`src/rtl/odv_consts.vh`:
```
// odv_consts.vh: register offsets, field positions and reset values
// assumes inclusion by the output driver level bank only
`ifndef ODV_CONSTS_VH
`define ODV_CONSTS_VH
`define ODV_ADDR_W 8
`define ODV_DATA_W 16
`define ODV_OFF_L1 8'h68
`define ODV_OFF_R1 8'h69
`define ODV_OFF_L2 8'h6A
`define ODV_OFF_R2 8'h6B
`define ODV_BIT_ON 15
`define ODV_BIT_SIL 14
`define ODV_BIT_ZC 13
`define ODV_BIT_INV 10
`define ODV_BIT_ROUTE 9
`define ODV_BIT_COMMIT 8
`define ODV_LVL_HI 7
`define ODV_LVL_LO 2
`define ODV_LVL_RST 6'h39
`define ODV_ROUTE_RST 1'h1
`endif

```
`src/rtl/odv_output_driver_volume_regs.v`:
```
// odv_output_driver_volume_regs: four output driver level registers
// assumes a plain strobe register port and a zero-cross pulse per driver
// Function
// - first pair level codes stay pending until a 1 hits bit 8 of either.
// - second pair level codes stay pending until a 1 hits bit 8 of either.
// - with zero-cross bit 13 set a gain change waits for a zero crossing.
// - second right register bit 10 enables the inverting amp, reset 0.
// - second right bit 9 routes the amp to the driver at 1, reset 1.
//
// Implementation choice: the address-and-strobe port.
`timescale 1ns/1ns
`include "odv_consts.vh"
module odv_output_driver_volume_regs (
  // clock, reset, enable
  input wire mclk,
  input wire rst_n,
  input wire clk_en,
  // register port
  input wire [`ODV_ADDR_W-1:0] reg_addr,
  input wire [`ODV_DATA_W-1:0] reg_wdata,
  input wire reg_wr,
  input wire reg_rd,
  output reg [`ODV_DATA_W-1:0] reg_rdata,
  // zero-cross pulses from the analogue side, order l1 r1 l2 r2
  input wire [3:0] zero_seen,
  // driver controls, order l1 r1 l2 r2
  output reg [3:0] driver_on,
  output reg [3:0] driver_silence,
  output reg [23:0] level_applied,
  output reg inverting_amp_on,
  output reg amp_output_route
);
  reg [3:0] zc_en;
  reg [23:0] level_pend;
  reg [23:0] level_target;
  reg [3:0] zc_wait;
  reg [3:0] zs_a;
  reg [3:0] zs_b;
  reg [3:0] zs_c;
  wire [3:0] hit;
  wire commit1;
  wire commit2;
  wire [3:0] zcross;

  assign hit[0] = reg_wr && reg_addr == `ODV_OFF_L1;
  assign hit[1] = reg_wr && reg_addr == `ODV_OFF_R1;
  assign hit[2] = reg_wr && reg_addr == `ODV_OFF_L2;
  assign hit[3] = reg_wr && reg_addr == `ODV_OFF_R2;
  assign commit1 = (hit[0] | hit[1]) & reg_wdata[`ODV_BIT_COMMIT];
  assign commit2 = (hit[2] | hit[3]) & reg_wdata[`ODV_BIT_COMMIT];
  // zero crossings come from another domain: agreement of stages 2 and 3
  assign zcross = zs_b & zs_c;

  always @(posedge mclk) begin
    if (!rst_n) begin
      zs_a <= 4'h0;
      zs_b <= 4'h0;
      zs_c <= 4'h0;
    end else if (clk_en) begin
      zs_a <= zero_seen;
      zs_b <= zs_a;
      zs_c <= zs_b;
    end
  end

  genvar i;
  generate
    for (i = 0; i < 4; i = i + 1) begin : g_drv
      wire commit_i = (i < 2) ? commit1 : commit2;
      wire [5:0] wlvl = reg_wdata[`ODV_LVL_HI:`ODV_LVL_LO];
      // the commit applies the value written in the same cycle too
      wire [5:0] new_lvl = hit[i] ? wlvl : level_pend[i*6 +: 6];
      always @(posedge mclk) begin
        if (!rst_n) begin
          driver_on[i] <= 1'h0;
          driver_silence[i] <= 1'h0;
          zc_en[i] <= 1'h0;
          level_pend[i*6 +: 6] <= `ODV_LVL_RST;
          level_target[i*6 +: 6] <= `ODV_LVL_RST;
          level_applied[i*6 +: 6] <= `ODV_LVL_RST;
          zc_wait[i] <= 1'h0;
        end else if (clk_en) begin
          if (hit[i]) begin
            driver_on[i] <= reg_wdata[`ODV_BIT_ON];
            driver_silence[i] <= reg_wdata[`ODV_BIT_SIL];
            zc_en[i] <= reg_wdata[`ODV_BIT_ZC];
            level_pend[i*6 +: 6] <= wlvl;
          end
          if (commit_i) begin
            // a zero crossing sampled with the commit does not count
            if (hit[i] ? reg_wdata[`ODV_BIT_ZC] : zc_en[i]) begin
              level_target[i*6 +: 6] <= new_lvl;
              zc_wait[i] <= 1'h1;
            end else begin
              level_applied[i*6 +: 6] <= new_lvl;
              zc_wait[i] <= 1'h0;
            end
          end else if (zc_wait[i] && (zcross[i] || !zc_en[i])) begin
            // clearing zero-cross while waiting releases the gain at once
            level_applied[i*6 +: 6] <= level_target[i*6 +: 6];
            zc_wait[i] <= 1'h0;
          end
        end
      end
    end
  endgenerate

  always @(posedge mclk) begin
    if (!rst_n) begin
      inverting_amp_on <= 1'h0;
      amp_output_route <= `ODV_ROUTE_RST;
    end else if (clk_en && hit[3]) begin
      // no check of the path pairing: software owns the path choice
      inverting_amp_on <= reg_wdata[`ODV_BIT_INV];
      amp_output_route <= reg_wdata[`ODV_BIT_ROUTE];
    end
  end

  // readback shows pending codes; commit bit always reads zero
  always @(posedge mclk) begin
    if (!rst_n) begin
      reg_rdata <= 16'h0000;
    end else if (clk_en) begin
      reg_rdata <= 16'h0000;
      if (reg_rd) begin
        case (reg_addr)
          `ODV_OFF_L1: reg_rdata <= {driver_on[0], driver_silence[0],
            zc_en[0], 5'h00, level_pend[5:0], 2'h0};
          `ODV_OFF_R1: reg_rdata <= {driver_on[1], driver_silence[1],
            zc_en[1], 5'h00, level_pend[11:6], 2'h0};
          `ODV_OFF_L2: reg_rdata <= {driver_on[2], driver_silence[2],
            zc_en[2], 5'h00, level_pend[17:12], 2'h0};
          `ODV_OFF_R2: reg_rdata <= {driver_on[3], driver_silence[3],
            zc_en[3], 2'h0, inverting_amp_on, amp_output_route, 1'h0,
            level_pend[23:18], 2'h0};
          default: reg_rdata <= 16'h0000;
        endcase
      end
    end
  end
endmodule // odv_output_driver_volume_regs

```
`config.mk`:
```
export PLATFORM = sky130hd
export DESIGN_NAME = odv_output_driver_volume_regs
export DESIGN_NICKNAME = d
export VERILOG_FILES = /design/src/rtl/odv_output_driver_volume_regs.v
export VERILOG_INCLUDE_DIRS = /design/src /design/src/rtl
export SDC_FILE = /design/constraint.sdc
export NUM_CORES = 1
export LEC_CHECK = 0
export BUFFER_PORTS_ARGS = -buffer_cell sky130_fd_sc_hd__buf_2
export CAP_MARGIN = 40
export CORE_ASPECT_RATIO = 2
export CORE_MARGIN = 2
export CORE_UTILIZATION = 30
export CTS_CLUSTER_DIAMETER = 50
export DETAILED_ROUTE_END_ITERATION = 8
export MAX_ROUTING_LAYER = met4
export PLACE_DENSITY = 0.58
export SYNTH_ARGS = -nofsm -noshare
export SYNTH_HDL_FRONTEND = slang
export SYNTH_SLANG_ARGS = --single-unit
```
`constraint.sdc`:
```
create_clock -name mclk -period 2.4 [get_ports mclk]
set_input_delay 0.24 -clock mclk [delete_from_list [all_inputs] [get_ports mclk]]
set_output_delay 0.24 -clock mclk [all_outputs]
set_load 0.005 [all_outputs]
```
---- Word level (Yosys, flattened, before mapping) ----
Index checks and enable logic that the tools add are counted.
operators by class
  eq/ne operators ......................... 8
  bitwise gates (word level) .............. 5
  reductions and logical operators ........ 37
  mux-type cells .......................... 34
operators with widths
  cell                  count
  $mux W6               16
  $pmux W16 S4          1
  $eq A8 B7 Y1 const B  4
  $reduce_and A3 Y1     8
  $mux W1               16
  $mux W16              1
  $reduce_and A2 Y1     8
  $logic_and A1 B1 Y1   9
  $ne A2 B2 Y1 const B  4
  $reduce_bool A2 Y1    4
  $and A4 B4 Y4         1
  $logic_not A1 Y1      4
  $logic_or A1 B1 Y1    4
  $and A1 B1 Y1         2
  $or A1 B1 Y1          2
storage, ports and cells
  word-level logic and storage cells ...... 118
  flip-flop bits (word level) ............. 118
  input bits .............................. 33
  output and inout bits ................... 50

---- Logic depth before layout (Yosys ltp) ----
  depth in word-level cells ............... 6
  mapped depth ............................ 7
  depth with buffers taken out ............ 4

---- Worst setup path after synthesis ----
OpenSTA, ideal clock, no wires.
  path kind ............................... input to register
  start point ............................. in reg_addr[4]
  end point ............................... reg level_applied[10]
  buffers on the path ..................... 1
  library setup time ...................... 122 ps
  stages .................................. 5
  arrival time ............................ 1512 ps
  data required time ...................... 2278 ps
  path slack .............................. 766 ps
  cells stage by stage .................... nand4bb_4 -> nor3_1 -> buf_4 -> o21ai_0 -> a221o_1
between the ends
  word-level cells in the longest chain between the ends .. 6
  elaborated cells on any way between the ends .. 13
  those cells by class .................... eq/ne: 3; mux: 4; bitwise: 2; reduce/logical: 4
RTL lines
  what                                                                        line                                 text
  start, declared                                                             odv_output_driver_volume_regs.v:19   input wire [`ODV_ADDR_W-1:0] reg_addr,
  $eq A8 B7 Y1                                                                --
  $logic_and A1 B1 Y1 (no source line)                                        --
  $or A1 B1 Y1                                                                odv_output_driver_volume_regs.v:49   assign commit1 = (hit[0] | hit[1]) & reg_wdata[`ODV_BIT_COMMIT];
  $and A1 B1 Y1                                                               odv_output_driver_volume_regs.v:49
  $ne A2 B2 Y1 (no source line) / $reduce_bool A2 Y1 (equally long branches)  --
  $reduce_and A3 Y1 (no source line)                                          --
  end signal, assigned by index                                               odv_output_driver_volume_regs.v:80   level_applied[i*6 +: 6] <= `ODV_LVL_RST;
  end signal, assigned by index                                               odv_output_driver_volume_regs.v:95   level_applied[i*6 +: 6] <= new_lvl;
  end signal, assigned by index                                               odv_output_driver_volume_regs.v:100  level_applied[i*6 +: 6] <= level_target[i*6 +: 6];
  end, declared                                                               odv_output_driver_volume_regs.v:29   output reg [23:0] level_applied,
Parallel ways exist; a longest one is shown, timed or not. The select of a mux whose other input is x is not followed.
A chain may end at the register's enable or synchronous reset.

---- Worst setup path after layout ----
  start point ............................. reg zc_en[1]
  end point ............................... reg level_applied[11]
between the ends
  word-level cells in the longest chain between the ends .. 5
  elaborated cells on any way between the ends .. 7
  those cells by class .................... eq/ne: 1; mux: 1; reduce/logical: 5
RTL lines
  what                                    line                                text
  start, declared                         odv_output_driver_volume_regs.v:33  reg [3:0] zc_en;
  start signal, assigned by index         odv_output_driver_volume_regs.v:86  zc_en[i] <= reg_wdata[`ODV_BIT_ZC];
  $logic_not A1 Y1                        odv_output_driver_volume_regs.v:98  end else if (zc_wait[i] && (zcross[i] || !zc_en[i])) begin
  $logic_or A1 B1 Y1                      odv_output_driver_volume_regs.v:98
  $logic_and A1 B1 Y1                     odv_output_driver_volume_regs.v:98
  $reduce_bool A2 Y1 (no source line)     --
  $reduce_and A3 Y1 (no source line) (*)  --
Every way passes the cells marked *; elsewhere a longest branch is shown, timed or not.

==> results <==
- The number of library cell types mapped by synthesis is 51.
- The start point of the critical path is zc_en[1]$_SDFFE_PN0P_.
- The H-tree was split into 4 levels.
- The routed length per instance is between 15 and 20 um.
- The final routed DRC violation total is 0.
- The flow ran to the end, and the final reports show no timing, DRC or antenna violations.
- The via count of the first global-routing pass is 5,054.
- The hold slack is approximately 0.042 ns.
- The synthesized design contains 0 enable-type register cells.
- The area share of the leading cell type in the synthesized netlist is 40.45%.
- For this configuration, the core starts out at a cell density of a little under a third.
- Of all nets on the critical path, the largest fanout is 6.
- The final-report max-slew violation count is 0.
- The final layout contains between 700 and 800 nets.
- The leakage power is about 0.0028 uW.
- The pre-antenna-repair detailed-routing pass consisted of 4 iterations.
- From bottom edge to top edge, the die measures roughly 200 um.
- In the global route stage, overall resource usage came out at between 15 and 20%.
- The filler cell count is ~1,900.
- TritonCTS built the clock tree.
- STA classifies the critical path endpoint as a register.
- The finished cells cover between 6000 and 7000 um2.
- Clock-pin slew was measured on the worst setup and hold paths at approximately 0.060 ns.
- Data on the critical path is required at its endpoint by around 2.7 ns.
- After the first detailed-routing iteration, the DRC count stood at 281.
- The later pin in the worst-skew pair is clocked with a latency of ~0.42 ns.
- The post-route minimum period is 1.860 ns.
- The total die area is 19,820 um2.
- The number of setup buffers added after CTS is 0.
- The number of rows in the core area is 70.
- Measured against its own limit, the worst slew margin works out to approximately half.
- After legalization and detailed placement, the total HPWL measured 13,480 um.
- The width of the die is roughly 100 um.
- The worst-case IR drop observed on VDD is between 300 and 400 uV.
- At the pin with the least slew margin, the transition time is roughly 0.77 ns.
- The total number of clock tree sinks is 113.
- The number of warnings issued by yosys is 0.
- The clock arrives with roughly 0.011 ns of skew.
- Summed over all layers, the global routing overflow is 0.
- The synthesized area per cell is slightly below 9 um2.
- The tool flagged a number of max-cap violations equal to 0.
- The data arrival time at the worst-slack endpoint is 2.16 ns.
- The number of antenna violations at the first check in global routing is 1.
- The number of buffer cells added on primary ports is 73.
- The I/O pin count is 83.
- The maximum clock insertion buffer count is 2.
- For this design, the CTS-stage hold fixing added 0 buffers.
- The worst hold path begins at reg_wdata[9].
- The fraction of layout cells with a size suffix above 1 is around a quarter.
- The fraction of registers with async set/reset is 0%.
- The area of the core is 18,310 um2.
- The kind of start point of the critical path is a register.
- The tree is rooted in a sky130_fd_sc_hd__clkbuf_16.
- The final weighted congestion of routability-driven global placement is 0.9007.
- Compared with the post-synthesis result, the final layout area differs by 21.48%.
- The path class of the lowest-slack min-delay path is input pin to register.
- Counting every instance in the synthesized netlist gives approximately 640.
- Summed over all instances, the cell type with the most area after synthesis is sky130_fd_sc_hd__dfxtp_1.
- The final standard cell utilization of the core is 37.12%.
- The global-route wire length before repair is ~28,000 um.
- In the layout the commonest cells are sky130_fd_sc_hd__dfxtp_1 (113), sky130_fd_sc_hd__nand2_1 (104), sky130_fd_sc_hd__buf_2 (73).
- Based on the critical path, the design can be clocked at up to 537.5 MHz.
- The placed cell area is slightly above 6000 um2.
- The start-to-end type of the worst setup path is register to register.
- In this run the remaining antenna-violating nets after routing total 0.
- The number of hold violations in the final report is 0.
- For this run, the leading register cell type out of synthesis is sky130_fd_sc_hd__dfxtp_1.
- In the post-synthesis netlist, the biggest area contributors are sky130_fd_sc_hd__dfxtp_1 (40%), sky130_fd_sc_hd__nand2_1 (7.0%), sky130_fd_sc_hd__mux2i_1 (6.4%).
- The flip-flop and latch count after synthesis is ~110.
- The vias per cell is ~5.4.
- Setup repair after global routing left no endpoint under its margin.
- In this run the critical register-to-register path is launched from zc_en[1]$_SDFFE_PN0P_.
- Setup total negative slack on the finished layout was measured at 0 ns.
- The overall via count from detail_route is about 5,100.
- The routed wire length is ~18,000 um.
- The flip-flop and latch area is between 2000 and 2500 um2.
- The number of instances resized during post-cts repair is 0.
- The footprint of the multi-input gates is around 3000 um2.
- Clock tree synthesis inserted a total of 17 buffers.
- The post-synthesis sequential area ratio is 40.45%.
- The final clock period utilization by the worst path is 77.52%.
- Leaving out fill and tap cells, the most frequent cell in the layout is sky130_fd_sc_hd__dfxtp_1.
- Setup violations remaining at the end of the flow were counted as 0.
- The mapped netlist covers approximately 5600 um2.
- Entering global routing, the biggest net connects 38 pins.
- The total power divided by cell area is about 700 nW/um2.
==> Yosys cell counts, types with 10 or more instances <==
master,instances
sky130_fd_sc_hd__a21oi_1,66
sky130_fd_sc_hd__a22oi_1,16
sky130_fd_sc_hd__and3_1,11
sky130_fd_sc_hd__buf_2,12
sky130_fd_sc_hd__clkbuf_1,32
sky130_fd_sc_hd__dfxtp_1,113
sky130_fd_sc_hd__inv_1,21
sky130_fd_sc_hd__mux2_2,17
sky130_fd_sc_hd__mux2i_1,36
sky130_fd_sc_hd__nand2_1,104
sky130_fd_sc_hd__nand3_1,29
sky130_fd_sc_hd__nor2_1,33
sky130_fd_sc_hd__nor3b_1,10
==> state kept, by name (all words and copies together) (netlist names), 11 cells and up <==
signal and count:
reg_rdata 11, level_pend 24, level_target 24, level_applied 24
==> report_power, final <==
part           total (uW)  leakage (uW)  switching, uW  internal (uW)
Clock                2630      0.000288            983           1650
Sequential           1890      0.000913           5.39           1880
Combinational         258       0.00162            174           83.2
Total                4780       0.00282           1160           3610
==> path summary, 6_finish.rpt <==
kind / end / slack (ns) / cells past startpoint
setup / recovery: level_applied[11]$_SDFFE_PN1P_ / 0.54 / 4
hold / removal: amp_output_route$_SDFFE_PN1P_ / 0.04 / 3
setup reg to reg: level_applied[11]$_SDFFE_PN1P_ / 0.54 / 4
hold reg to reg: inverting_amp_on$_SDFFE_PN0P_ / 0.47 / 2
==> routing by layer <==
metal	up-vias	part of all wire, %	GRT usage (%)
li1	2436	-	-
met4	0	5.0	10.60
met1	2421	37	19.50
met2	167	54	35.15
met3	44	4.2	3.362
met5	-	0	-
==> kinds of logic (layout without fill, tap and decap cells) <==
group | Yosys count | count (layout) | share of synthesized area [%]
AND/OR/NAND/NOR | 233 | 233 | 21.10
AO/OA/AOI/OAI | 156 | 156 | 19.06
flip-flops | 113 | 113 | 40.45
buffers and inverters | 74 | 149 | 5.839
multiplexers | 62 | 62 | 13.49
other | 1 | 6 | 0.06705
==> metrics by stage <==
stage | instances | total power [uW] | setup WS, ns
floorplan | 643 | 2096 | 0.7657
global placement | 902 | 2186 | 0.4175
detailed placement | 902 | 2185 | 0.3922
CTS | 934 | 4810 | 0.5400
global route | 935 | 4903 | 0.5351
finish | 935 | 4777 | 0.5396
==> layout make-up <==
class | instances | area share, %
diodes | 1 | 0.03683
inverters | 22 | 1.215
clock inverters | 14 | 2.634
repair buffers | 95 | 7.993
multi-input cells | 456 | 44.53
clock buffers | 18 | 6.317
well taps | 216 | 3.978
flip-flops and latches | 113 | 33.30
==> critical path, stage by stage, from the launching register on <==
cell and delay, ns:
sky130_fd_sc_hd__dfxtp_1 0.44, sky130_fd_sc_hd__a21boi_0 0.51, sky130_fd_sc_hd__nor2_1 0.23, sky130_fd_sc_hd__a21o_1 0.22, sky130_fd_sc_hd__a221o_1 0.33
Power figures use the tool's default switching activity.
